===== src/pkg/chan_timer_pkg.sv =====
// Constants and types for the four-channel counter/timer
package chan_timer_pkg;
	localparam int          NUM_CHANNELS    = 4;
	localparam int          CTRL_IE_BIT     = 7;
	localparam int          CTRL_MODE_BIT   = 6;
	localparam int          CTRL_PRESC_BIT  = 5;
	localparam int          CTRL_EDGE_BIT   = 4;
	localparam int          CTRL_TRIG_BIT   = 3;
	localparam int          CTRL_TCF_BIT    = 2;
	localparam int          CTRL_SWRST_BIT  = 1;
	localparam int          CTRL_WORD_BIT   = 0;
	localparam logic [7:0]  CTRL_RESET      = 8'h00;
	localparam logic [7:0]  RELOAD_RESET    = 8'h00;
	localparam logic [7:0]  VECTOR_RESET    = 8'h00;
	localparam logic [7:0]  PRESC_SHORT_MAX = 8'h0f;
	localparam logic [7:0]  PRESC_LONG_MAX  = 8'hff;
	localparam logic [7:0]  RETURN_FROM_IRQ_INSTR_FIRST_BYTE = 8'hed;
	localparam logic [7:0]  ACK_OPCODE      = 8'h4d;
	typedef enum logic [1:0] {CH_STOPPED, CH_ARMED, CH_RUNNING} ch_state_t;
endpackage : chan_timer_pkg


===== src/logic/chan_timer.sv =====
// Four-channel 8-bit down-counter/timer with daisy-chain vectored interrupts
//
// What this block does
// RULE1 - Four independent channels, own control and counter
// RULE2 - Timer mode prescales system clock by 16/256
// RULE3 - Control bit five picks prescale factor
// RULE4 - Eight-bit reload value, zero means 256
// RULE5 - Reload counter at start and every zero
// RULE6 - Counter mode steps once per trigger edge
// RULE7 - Trigger input synchronised before counting
// RULE8 - Timer starts on reload write or trigger
// RULE9 - Zero pulse outputs on channels 0-2 only
// RULE10 - Interrupt requested only when channel enabled
// RULE11 - Interrupt enable set per channel
// RULE12 - Acknowledge on fetch plus I/O, drive vector
// RULE13 - Channel 0 highest, channel 3 lowest priority
// RULE14 - Claim priority only while chain input high
// RULE15 - Pending request pulls chain output low
// RULE16 - Pending or in service holds chain low
// RULE17 - Return prefix byte raises chain one fetch
// RULE18 - Control word decoded into seven settings
// RULE19 - Host reads live counter value
// RULE20 - Bit0 marks control; bit2 means reload follows
// RULE21 - Vector to channel 0 with channel in bits 2:1
// RULE22 - Two-bit select addresses channels 0-3
// RULE23 - Zero pulse high for one clock
// RULE24 - Reset stops all, disables interrupts
`timescale 1ns/1ns
module chan_timer
	import chan_timer_pkg::*;
(
	input  wire logic                    core_clk,
	input  wire logic                    arst_n,
	input  wire logic                    chip_select_n,
	input  wire logic                    io_request_n,
	input  wire logic                    read_n,
	input  wire logic                    opcode_fetch_n,
	input  wire logic                    channel_select_hi,
	input  wire logic                    channel_select_lo,
	input  wire logic [7:0]              data_in,
	output logic      [7:0]              data_out,
	output logic                         data_oe,
	input  wire logic [NUM_CHANNELS-1:0] count_trigger_in,
	output logic      [2:0]              zero_count_pulse_out,
	output logic                         irq_n,
	input  wire logic                    priority_chain_in,
	output logic                         priority_chain_out
);
	localparam int N = NUM_CHANNELS;

	// Trigger pins come from outside: two flops before any use
	logic [N-1:0] trg_meta_q;
	logic [N-1:0] trg_sync_q;
	logic [N-1:0] trg_prev_q;
	// Host strobes are sampled the same way
	logic [2:0]   bus_meta_q;
	logic [2:0]   bus_sync_q;
	logic [2:0]   bus_prev_q;
	logic [7:0]   din_meta_q;
	logic [7:0]   din_q;
	logic [1:0]   sel_meta_q;
	logic [1:0]   sel_q;
	logic         rdn_meta_q;
	logic         rdn_q;

	logic [7:0]   ctrl_q   [N];
	logic [7:0]   reload_q [N];
	logic [7:0]   count_q  [N];
	logic [7:0]   presc_q  [N];
	ch_state_t    state_q  [N];
	logic [N-1:0] tc_next_q;
	logic [N-1:0] pend_q;
	logic [N-1:0] serv_q;
	logic [4:0]   vector_q;
	logic [2:0]   zc_q;
	logic         prefix_q;
	logic         return_from_irq_instr_win_q;
	logic         chain_open_q;
	logic [7:0]   data_out_q;
	logic         data_oe_q;

	always_ff @(posedge core_clk or negedge arst_n) begin
		if (!arst_n) begin
			trg_meta_q <= '0;
			trg_sync_q <= '0;
			trg_prev_q <= '0;
			bus_meta_q <= 3'h7;
			bus_sync_q <= 3'h7;
			bus_prev_q <= 3'h7;
		end else begin
			trg_meta_q <= count_trigger_in; // RULE7
			trg_sync_q <= trg_meta_q;
			trg_prev_q <= trg_sync_q;
			bus_meta_q <= {chip_select_n, io_request_n, opcode_fetch_n};
			bus_sync_q <= bus_meta_q;
			bus_prev_q <= bus_sync_q;
		end
	end

	// Data, select and direction are pins too, so they take the same two
	// flops as the strobes. The rise detect adds no edge to the strobes, so these
	// reach the decode in the same clock as a strobe that changed with them.
	// Limitation: the host must hold them stable across the whole strobe.
	always_ff @(posedge core_clk or negedge arst_n) begin
		if (!arst_n) begin
			din_meta_q <= 8'h00;
			din_q      <= 8'h00;
			sel_meta_q <= 2'h0;
			sel_q      <= 2'h0;
			rdn_meta_q <= 1'b1;
			rdn_q      <= 1'b1;
		end else begin
			din_meta_q <= data_in;
			din_q      <= din_meta_q;
			sel_meta_q <= {channel_select_hi, channel_select_lo}; // RULE22
			sel_q      <= sel_meta_q;
			rdn_meta_q <= read_n;
			rdn_q      <= rdn_meta_q;
		end
	end

	// Strobe edges are taken after the synchronisers: three clocks of
	// latency per access, traded for a decode free of metastability.
	wire cs_s    = ~bus_sync_q[2];
	wire io_request_n_s  = ~bus_sync_q[1];
	wire m1_s    = ~bus_sync_q[0];
	wire io_request_n_rise = io_request_n_s & bus_prev_q[1];
	wire m1_rise   = m1_s & bus_prev_q[0];
	wire acc_go  = io_request_n_rise & cs_s & ~m1_s;
	wire wr_go   = acc_go & rdn_q;
	wire rd_go   = acc_go & ~rdn_q;
	wire ack_go  = io_request_n_rise & m1_s; // RULE12
	wire fetch_go = m1_rise & ~io_request_n_s;
	// Open for the whole fetch that follows the return prefix byte
	wire chain_open = m1_s & (fetch_go ? prefix_q : chain_open_q); // RULE17

	wire [N-1:0] trg_edge_pos = trg_sync_q & ~trg_prev_q;
	wire [N-1:0] trg_edge_neg = ~trg_sync_q & trg_prev_q;

	// Highest-priority channel: lowest index wins
	function automatic logic [N:0] first_set(input logic [N-1:0] v);
		logic [N:0] r;
		r = '0;
		for (int i = N - 1; i >= 0; i--) begin
			if (v[i]) begin
				r = {1'b1, N'(1) << i};
			end
		end
		return r;
	endfunction : first_set

	function automatic logic [1:0] idx_of(input logic [N-1:0] onehot);
		logic [1:0] r;
		r = 2'h0;
		for (int i = 0; i < N; i++) begin
			if (onehot[i]) begin
				r = 2'(i);
			end
		end
		return r;
	endfunction : idx_of

	// Unserviced pending requests rank below a channel in service of higher or equal rank; any channel in service blocks the grant
	wire [N:0]   serv_sel = first_set(serv_q);
	wire [N:0]   pend_sel = first_set(pend_q);
	wire         pend_blocked = serv_sel[N] & (idx_of(serv_sel[N-1:0]) <= idx_of(pend_sel[N-1:0]));
	wire         grant_ok = priority_chain_in & pend_sel[N] & ~serv_sel[N]; // RULE14
	wire [1:0]   grant_ch = idx_of(pend_sel[N-1:0]); // RULE13

	logic [N-1:0] zero_hit;
	logic [N-1:0] ctrl_wr;
	logic [N-1:0] tc_wr;
	// A reload byte for channel 0 may have bit 0 clear; it must not land here
	wire          vec_wr = wr_go & (sel_q == 2'h0) & ~tc_next_q[0] & ~din_q[CTRL_WORD_BIT]; // RULE21

	always_comb begin
		for (int i = 0; i < N; i++) begin
			ctrl_wr[i] = wr_go & (sel_q == 2'(i)) & ~tc_next_q[i] & din_q[CTRL_WORD_BIT]; // RULE20
			tc_wr[i]   = wr_go & (sel_q == 2'(i)) & tc_next_q[i];
		end
	end

	// Each channel: prescaler, down-counter and start control.
	// The prescaler is held at zero outside the running state, so every
	// period starts on a clean boundary.
	for (genvar g = 0; g < N; g++) begin : g_ch // RULE1
		wire        timer_mode = ~ctrl_q[g][CTRL_MODE_BIT]; // RULE18
		wire        edge_hit = ctrl_q[g][CTRL_EDGE_BIT] ? trg_edge_pos[g] : trg_edge_neg[g];
		wire [7:0]  presc_max = ctrl_q[g][CTRL_PRESC_BIT] ? PRESC_LONG_MAX : PRESC_SHORT_MAX; // RULE3
		wire        presc_tick = (presc_q[g] == presc_max); // RULE2
		wire        step = (state_q[g] == CH_RUNNING) & (timer_mode ? presc_tick : edge_hit); // RULE6
		assign zero_hit[g] = step & (count_q[g] == 8'h01);
		wire        sw_stop = ctrl_wr[g] & din_q[CTRL_SWRST_BIT];

		always_ff @(posedge core_clk or negedge arst_n) begin
			if (!arst_n) begin
				ctrl_q[g]    <= CTRL_RESET; // RULE24
				reload_q[g]  <= RELOAD_RESET;
				count_q[g]   <= 8'h00;
				presc_q[g]   <= 8'h00;
				state_q[g]   <= CH_STOPPED;
				tc_next_q[g] <= 1'b0;
			end else begin
				if (ctrl_wr[g]) begin
					ctrl_q[g]    <= din_q; // RULE11
					tc_next_q[g] <= din_q[CTRL_TCF_BIT];
				end else if (tc_wr[g]) begin
					reload_q[g]  <= din_q; // RULE4
					tc_next_q[g] <= 1'b0;
				end
				// Counts 0 to max, so one tick every 16 or 256 clocks
				presc_q[g] <= (state_q[g] != CH_RUNNING || presc_tick) ? 8'h00 : presc_q[g] + 8'h01;
				// A reload written while running is kept for the next zero,
				// so the period in progress is never disturbed.
				if (sw_stop) begin
					state_q[g] <= CH_STOPPED;
				end else if (tc_wr[g] && state_q[g] != CH_RUNNING) begin
					count_q[g] <= din_q; // RULE5
					// Counter, or timer with auto start, runs at once; else wait for a trigger
					state_q[g] <= (timer_mode && !ctrl_q[g][CTRL_TRIG_BIT]) || !timer_mode
						? CH_RUNNING : CH_ARMED; // RULE8
				end else if (state_q[g] == CH_ARMED && edge_hit) begin
					state_q[g] <= CH_RUNNING; // RULE8
				end else if (zero_hit[g]) begin
					count_q[g] <= reload_q[g]; // RULE5
				end else if (step) begin
					count_q[g] <= count_q[g] - 8'h01; // RULE4
				end
			end
		end
	end

	// Interrupt pending and in-service flags, vector register.
	// A control word with the enable off drops a request that software
	// no longer wants serviced.
	always_ff @(posedge core_clk or negedge arst_n) begin
		if (!arst_n) begin
			pend_q     <= '0;
			serv_q     <= '0;
			vector_q   <= VECTOR_RESET[7:3];
			zc_q       <= 3'h0;
			prefix_q   <= 1'b0;
			return_from_irq_instr_win_q <= 1'b0;
			chain_open_q <= 1'b0;
		end else begin
			for (int i = 0; i < N; i++) begin
				// A new zero count wins over the acknowledge that clears it
				if (zero_hit[i] && ctrl_q[i][CTRL_IE_BIT]) begin
					pend_q[i] <= 1'b1; // RULE10
				end else if (ack_go && grant_ok && grant_ch == 2'(i)) begin
					pend_q[i] <= 1'b0;
				end else if (ctrl_wr[i] && !din_q[CTRL_IE_BIT]) begin
					pend_q[i] <= 1'b0; // RULE11
				end
				if (ack_go && grant_ok && grant_ch == 2'(i)) begin
					serv_q[i] <= 1'b1;
				end else if (fetch_go && return_from_irq_instr_win_q && serv_sel[N] && serv_sel[i]) begin
					serv_q[i] <= 1'b0;
				end
			end
			if (vec_wr) begin
				vector_q <= din_q[7:3];
			end
			// Channel 3 has no pin; its zero only feeds the interrupt logic
			zc_q <= zero_hit[2:0]; // RULE23
			if (fetch_go) begin
				prefix_q <= (din_q == RETURN_FROM_IRQ_INSTR_FIRST_BYTE); // RULE17
				return_from_irq_instr_win_q <= prefix_q & (din_q == ACK_OPCODE);
			end
			// Held until the fetch strobe goes away again
			if (fetch_go) begin
				chain_open_q <= prefix_q; // RULE17
			end else if (!m1_s) begin
				chain_open_q <= 1'b0;
			end
		end
	end

	// Bus read and acknowledge drive.
	// Read data is captured once at the strobe, so a count that moves
	// during the strobe cannot tear the byte on the bus.
	always_ff @(posedge core_clk or negedge arst_n) begin
		if (!arst_n) begin
			data_out_q <= 8'h00;
			data_oe_q  <= 1'b0;
		end else if (rd_go) begin
			data_out_q <= count_q[sel_q]; // RULE19
			data_oe_q  <= 1'b1;
		end else if (ack_go && grant_ok) begin
			data_out_q <= {vector_q, grant_ch, 1'b0}; // RULE12
			data_oe_q  <= 1'b1;
		end else if (!io_request_n_s) begin
			data_oe_q  <= 1'b0;
		end
	end

	assign data_out             = data_out_q;
	assign data_oe              = data_oe_q;
	assign zero_count_pulse_out = zc_q; // RULE9
	// Masked while a channel of higher or equal rank is in service; lower
	// channels wait until the return sequence ends that service.
	assign irq_n                = ~(priority_chain_in & (|pend_q) & ~pend_blocked); // RULE10
	// Chain opens for one fetch after the return prefix when a request waits and none is in service
	assign priority_chain_out   = priority_chain_in
		& ((~(|pend_q) & ~(|serv_q)) | (chain_open & ~(|serv_q))); // RULE15 RULE16 RULE17
endmodule : chan_timer


===== config.mk =====
export PLATFORM = sky130hd
export DESIGN_NAME = chan_timer
export DESIGN_NICKNAME = d
export VERILOG_FILES = /design/src/pkg/chan_timer_pkg.sv /design/src/logic/chan_timer.sv
export SDC_FILE = /design/constraint.sdc
export NUM_CORES = 1
export LEC_CHECK = 0
export BUFFER_PORTS_ARGS = -buffer_cell sky130_fd_sc_hd__buf_4
export CAP_MARGIN = 20
export CORE_MARGIN = 4
export CORE_UTILIZATION = 40
export CTS_BUF_LIST = sky130_fd_sc_hd__clkbuf_8 sky130_fd_sc_hd__clkbuf_16
export DETAILED_ROUTE_END_ITERATION = 10
export SYNTH_ARGS = -nofsm -noshare
export SYNTH_HDL_FRONTEND = slang
export SYNTH_SLANG_ARGS = --single-unit

===== constraint.sdc =====
create_clock -name core_clk -period 3.9 [get_ports core_clk]
set_input_delay 0.39 -clock core_clk [delete_from_list [all_inputs] [get_ports core_clk]]
set_output_delay 0.39 -clock core_clk [all_outputs]
set_load 0.01 [all_outputs]

==> results of run 1 <==
==> routing by layer <==
metal / track usage, % / routed length (microns)
met4: 3.95 / 211
met1: 24.7 / 10300
met2: 27.9 / 10400
met5: 0 / 0
met3: 3.92 / 886
==> state kept, by name, summed over array words and instances, names as in the netlist, 5 cells and up <==
| name | cells |
|---|---|
| presc_q | 32 |
| data_out | 8 |
| count_q | 32 |
| din_q | 8 |
| ctrl_q | 20 |
| din_meta_q | 8 |
| state_q | 8 |
| reload_q | 32 |
| vector_q | 5 |
==> cell usage after synthesis, types with 3 or more instances <==
| master | instances |
|---|---|
| dfrtp_1 | 188 |
| nor2_1 | 74 |
| nand2_1 | 70 |
| o21ai_0 | 60 |
| mux2_2 | 46 |
| a21oi_1 | 43 |
| inv_1 | 30 |
| nand3_1 | 30 |
| xnor2_1 | 30 |
| nor3_1 | 20 |
| a22oi_1 | 16 |
| clkbuf_1 | 15 |
| mux2i_1 | 15 |
| ha_1 | 14 |
| or3_1 | 14 |
| xor2_1 | 14 |
| and3_1 | 10 |
| dfstp_2 | 10 |
| nand2b_1 | 10 |
| nor4_1 | 9 |
| a21o_1 | 8 |
| mux4_2 | 8 |
| nor3b_1 | 8 |
| buf_2 | 7 |
| nand4_1 | 7 |
| nor2b_1 | 7 |
| o211ai_1 | 7 |
| a31oi_1 | 5 |
| o221ai_1 | 5 |
| o22ai_1 | 5 |
| or4_1 | 5 |
| a211oi_1 | 4 |
| a22o_1 | 4 |
| o21ai_1 | 4 |
| o22a_1 | 4 |
| a2bb2oi_1 | 3 |
| mux2_1 | 3 |
| nand3b_1 | 3 |
| nor4_2 | 3 |
| o21a_1 | 3 |
==> layout make-up <==
cell class	instances	area (sq um)
Tap cell	285	357
Multi-Input combinational cell	602	4070
Clock inverter	15	160
Fill cell	2106	12300
Timing Repair Buffer	45	344
Clock buffer	17	425
Inverter	31	116
Sequential cell	198	4970
==> cells in the final DEF (no fill, tap or decap), types with 4 or more instances in the layout <==
master     count
a22oi_1       16
xor2_1        14
nor3b_1        8
nand2b_1      10
nor3_1        20
clkbuf_16     17
mux4_2         8
o22a_1         4
o21ai_0       60
a211oi_1       4
and3_1        10
o211ai_1       7
a21oi_1       43
or3_1         14
o21ai_1        4
inv_1         31
nand3_1       30
ha_1          14
or4_1          5
buf_4         44
o22ai_1        5
nand4_1        7
inv_8          5
nand2_1       70
mux2i_1       15
xnor2_1       30
mux2_2        46
o221ai_1       5
nor2_1        74
nor2b_1        7
nor4_1         9
a22o_1         4
dfstp_2       10
a21o_1         8
a31oi_1        5
dfrtp_1      188
==> power groups by stage <==
stage          Sequential, uW  Clock [uW]  Combinational, uW
2_1_floorplan            2240           0                248
3_3_place_gp             2280           0                384
3_5_place_dp             2280           0                387
4_1_cts                  2240        1770                389
5_1_grt                  2260        1870                432
6_report                 2240        1720                383
==> worst max path at each step <==
stage	depth (start not counted)	endpoint	slack (ps)	from
finish	6	count_q[28]	800	bus_sync_q[0]
global route	6	count_q[30]	430	bus_sync_q[0]
CTS	6	count_q[30]	860	bus_sync_q[0]
detailed placement	6	count_q[28]	880	bus_sync_q[0]
global placement	6	count_q[26]	970	bus_sync_q[0]
floorplan	9	count_q[9]	1740	count_q[9]
==> logic make-up (layout without fill, tap and decap cells) <==
logic type                 count (synthesis)  count (layout)  synth area share [%]
xor gates and xnor gates                  44              44                  4.16
muxes                                     72              72                  9.52
DFF                                      198             198                  53.6
and+or+nand+nor                          290             290                  16.2
buffers and inverters                     57             108                  2.48
AOI/OAI and AO/OA                        182             182                  12.1
adders and majority gates                 14              14                  1.89
==> critical path, stage by stage, from the launching register on <==
cell,delay (ps)
dfstp_2,600
nand4bb_1,380
nor4_1,530
nand3_1,200
a21oi_1,740
o21ai_1,320
o221ai_1,240
==> per-stage QoR <==
step                      setup WS, ps  power [uW]  hold slack [ps]
after floorplan                   1740        2490             94.4
after global placement             968        2660              332
after detailed placement           879        2670              335
after CTS                          864        4400             37.4
after global routing               431        4550             19.4
final                              796        4350             16.0
==> metrics.txt, run 1 <==
status finished, final reports clean; main flop type after synthesis dfrtp_1; gr usage total 17.5%; core area 22,700 sq um; total routed wirelength 21,800 microns; Internal Power 3180 uW; measured slew at the worst slew-check pin 861 ps; dpl hpwl between 15,000 and 20,000 microns; Vias/cell 5.57; post-layout minimum cycle time 3100 ps; path depth of the worst reg2reg path 6; Worst Clk Skew between 10 and 15 ps; layout cells sized above 1 17.1%; P&R area growth vs syn 12.7%; root buffer cell clkbuf_16; Netlist cell types 68; Slew Viols, Final 0; syn avg cell area 10.8 sq um; total negative slack 0 ps; initial DRC count between 400 and 500; Pwr Density 416 nW/um^2; vias approximately 6,600; routability cong. approximately 0.85; Leak around 0.0047 uW; FP Rows 55; H-Tree Level Count 4; Initial Utilization between 40% and 50%; Yosys top cell area share 50.8%; synthesized area roughly 9300 sq um; Clock Latency Late Sink 430 ps; DRC viols 0; Placement Cell Area 9850 sq um; CP Class flip-flop to flip-flop; clk sink count between 150 and 200; nets 930; NetSw between 1000 and 1500 uW; Clock Path Buffers 2; postcts setup bufs 0; Ports 35; # placed instances 1,161; ys async rst share 100%; crit path max fanout 12; post-route ant nets 0; FMAX 0.322 GHz; area leader, netlist dfrtp_1; Post-synth EDFFs 0; combinational share of power 8.8%; GRT Residual Overflow 0; setup repair after global routing missed its margin false; Reg2Reg Setup Slack 800 ps; largest cells by area after synthesis dfrtp_1 (51%), mux2_2 (5.6%), o21ai_0 (3.2%); vias in the first global route 6,556; initial antenna violation count 0; Die X 160 microns; Reg-to-Reg End count_q[28]; Synth Warn # 0; Mapped Nets 892; die area 25,700 sq um; TritonCTS Buffers 17; Mapped Cells around 860; hold-fix buffers at CTS 0; Sequential Power Share 51.6%; drt first pass iters 5; Seq/Total Area, Yosys 53.6%; Clock transition at path regs around 80 ps; CTS tree yes; Final Cycle Share between 70% and 80%; diode count 0; Clock power frac roughly two fifths; Startpoint Class flip-flop; Hold Crit Class primary input to async pin; crit path DAT 3440 ps; # resized after CTS 0; Slew HR 42.2%; post-synthesis sequential element count 198; largest net degree at the start of global routing 96; VDD IR-drop max 264 uV; worst r2r src bus_sync_q[0]; CP Capture Type flip-flop; Cell Count, Final, Fillers Out 1,193; PortBufs 34; DR WL/cell 18.2 microns; max-cap violations 0; Fin. Hold Viols 0; final core occ 46.0%; Sw Ratio 26.8%; cell area after layout roughly 10,000 sq um; CP required 4230 ps; first-pass GRT wire length 36,000 microns; # setup viols final 0; Die Height 160 microns
Note: power is estimated with default switching activity, not from simulation.
==> run 2, diff against run 1 <==
--- a/config.mk
+++ b/config.mk
@@ -5,6 +5,7 @@
 export SDC_FILE = /design/constraint.sdc
 export NUM_CORES = 1
 export LEC_CHECK = 0
+export ABC_AREA = 1
 export BUFFER_PORTS_ARGS = -buffer_cell sky130_fd_sc_hd__buf_4
 export CAP_MARGIN = 20
 export CORE_MARGIN = 4
==> constraint.sdc (replaced) <==
create_clock -name core_clk -period 3.2 [get_ports core_clk]
set_input_delay 0.32 -clock core_clk [delete_from_list [all_inputs] [get_ports core_clk]]
set_output_delay 0.32 -clock core_clk [all_outputs]
set_load 0.01 [all_outputs]
==> metrics.txt, run 2 <==
drt first pass iters 5 (unchanged); post-route ant nets 0 (unchanged); synthesized area 9590 sq um (+3.5%); Yosys top cell area share 49.1% (-1.7 points); # setup viols final 0 (unchanged); Slew Viols, Final 0 (unchanged); vias in the first global route 7,359 (+12%); most common cell after layout, fill and taps aside nand2_1; Hold Crit Class primary input to flip-flop; Leak 0.00540 uW (+16%); most frequent cell after synthesis nand2_1; main flop type after synthesis dfrtp_1; P&R area growth vs syn 14.2%; Clock Latency Late Sink 440 ps (about the same); post-layout minimum cycle time 2490 ps; slack of the critical path 713 ps (-83.1 ps); FMAX 0.402 GHz; measured slew at the worst slew-check pin 774 ps (-87.1 ps); commonest cells in the netlist nand2_1 (317), dfrtp_1 (188), nor2_1 (152); Die X 163 microns (+1.6%); core area 23,500 sq um (+3.7%); post-synthesis sequential element count 198 (unchanged); pre-CTS setup slack 939 ps (+59.4 ps); path depth of the worst reg2reg path 9 (+3); crit path max fanout 4 (-8); Final Cycle Share 77.7%; routability cong. 0.884 (+3.4%); TritonCTS Buffers 17 (unchanged); largest cells by area after synthesis dfrtp_1 (49%), nand2_1 (12%), nor2_1 (5.9%); VDD IR-drop max 295 uV (+12%); DRC viols 0 (unchanged); commonest non-fill, non-tap cells in the layout nand2_1 (317), dfrtp_1 (188), nor2_1 (152); largest net degree at the start of global routing 87 (-9.4%); Synth Warn # 0 (unchanged); Worst Clk Skew 14.9 ps (+1.28 ps); diode count 0 (unchanged); Slew HR 48.4% (+6.2 points); max-cap violations 0 (unchanged); Pwr Density 566 nW/um^2 (+36%); Fill cells 2,332 (+11%); Mapped Cells 1,162 (+36%); Die Height 163 microns (+1.6%); die area 26,500 sq um (+3.3%); GRT Residual Overflow 0 (unchanged); Initial Utilization 40.7% (-0.073 points); setup repair after global routing missed its margin false; Ports 35 (unchanged); clk sink count 198 (unchanged); root buffer cell clkbuf_16; crit path DAT 2170 ps (-1270 ps); Clock Path Buffers 2 (unchanged); ys async rst share 100% (unchanged); total routed wirelength 23,300 microns (+7.0%); syn avg cell area 8.25 sq um (-24%); CTS tree yes; CP Class flip-flop to primary output; top flop regs count_q x32, presc_q x32, reload_q x32; layout cells sized above 1 9.44% (-7.6 points); vias 7,666 (+15%); total negative slack 0 ps (unchanged); area leader, netlist dfrtp_1; nets 1,251 (+35%); CP required 2880 ps (-1350 ps); Startpoint Class flip-flop; Clock transition at path regs 70 ps (about the same); met1 WL 11,300 microns (+9.7%); CP Capture Type primary output; WL met3 1130 microns (+28%); FP Rows 56 (+1.8%); Seq/Total Area, Yosys 51.8% (-1.8 points); DR WL/cell 15.0 microns (-18%); hold depth 5; gr usage total 18.4% (+0.86 points); dpl hpwl 16,000 microns (+6.7%); Mapped Nets 1,197 (+34%); highest metal used met4; initial antenna violation count 0 (unchanged); Netlist cell types 43 (-37%); Vias/cell 4.95 (-11%); Fin. Hold Viols 0 (unchanged); Routed met2 length 10,500 microns (+1.8%); PortBufs 34 (unchanged); H-Tree Level Count 4 (unchanged); status finished, final reports clean; first-pass GRT wire length 38,800 microns (+7.6%); Post-synth EDFFs 0 (unchanged); initial DRC count 653 (+34%)
[run 2: cell count changes after synthesis, sizes merged, moves of 10 or more]
| cell | previous run | this run |
|---|---|---|
| inv | 30 | 125 |
| mux2i | 15 | 0 |
| a22oi | 16 | 0 |
| or3 | 15 | 0 |
| nand4 | 7 | 44 |
| nand2 | 70 | 325 |
| mux2 | 49 | 0 |
| nand2b | 10 | 0 |
| nor4 | 12 | 0 |
| nor2 | 76 | 157 |
| o21ai | 64 | 76 |
| nand3 | 30 | 84 |
| and3 | 10 | 0 |
| xnor2 | 30 | 13 |
[run 2: cells by family (layout without fill, tap and decap cells)]
kind of cell | count (synthesis) | count (layout) | share of synthesized area [%]
DFF | 198 | 198 | 51.8
buffers and inverters | 151 | 218 | 6.39
AOI/OAI and AO/OA | 130 | 130 | 7.42
adders and majority gates | 14 | 14 | 1.83
xor gates and xnor gates | 32 | 32 | 2.92
and+or+nand+nor | 637 | 637 | 29.6
[run 2: area by class of cell]
cell class                 instances  area, sq um  area share, %
sequential                       198         4970           45.3
tap                              319          399           3.64
clock inverter                    14          141           1.29
inverter                         127          477           4.35
clock buffer                      18          439           4.01
timing repair buffer              59          522           4.76
multi-input combinational        813         4010           36.6
[run 2: worst max-delay path: stages, from the launching register on]
cell and delay (ps):
dfrtp_1 410, or2_2 320, inv_1 110, nand2_1 120, ha_1 330, inv_1 60
nor2_1 30, o21ai_0 130, nand2_1 70, nand2_1 60, buf_4 110
[run 2: path summary, 6_finish.rpt]
path	from	to	slack [ps]
worst max-delay path	pend_q[0]	irq_n	710
worst min-delay path	priority_chain_in	data_out[2]	340
worst max register to register	bus_prev_q[1]	count_q[0]	890
worst min register to register	din_meta_q[4]	din_q[4]	350
max in group asynchronous	arst_n	rdn_q	1840
min in group asynchronous	arst_n	presc_q[8]	470
[run 2: through the flow]
stage / hold slack [ps] / instances / utilization (%) / power, uW / instance area (sq um)
6_report: 336 / 1548 / 46.5 / 6200 / 11000
3_5_place_dp: 335 / 1497 / 43.3 / 4080 / 10200
3_3_place_gp: 332 / 1497 / 43.3 / 4070 / 10200
4_1_cts: 321 / 1548 / 46.5 / 6260 / 11000
2_1_floorplan: 24.4 / 1162 / - / 3740 / 9590
5_1_grt: 355 / 1548 / 46.5 / 6560 / 11000
[run 2: power by group]
| group | total (uW) | internal (uW) | switching [uW] | leakage [uW] |
|---|---|---|---|---|
| clock network | 2140 | 1120 | 1020 | 0.000289 |
| registers | 2870 | 2680 | 189 | 0.00258 |
| logic | 1190 | 492 | 700 | 0.00253 |
[run 2: timing repair]
item,in CTS,in global routing
gates resized for setup,0,0
hold endpoints to repair,67,0
hold buffers,19,0
setup buffers,0,0
[run 2: metal layers]
layer	vias to the layer above	global-route usage, %
met4	0	4.42
met1	3628	26.4
met5	-	0
li1	3844	-
met2	176	28.6
met3	18	4.02
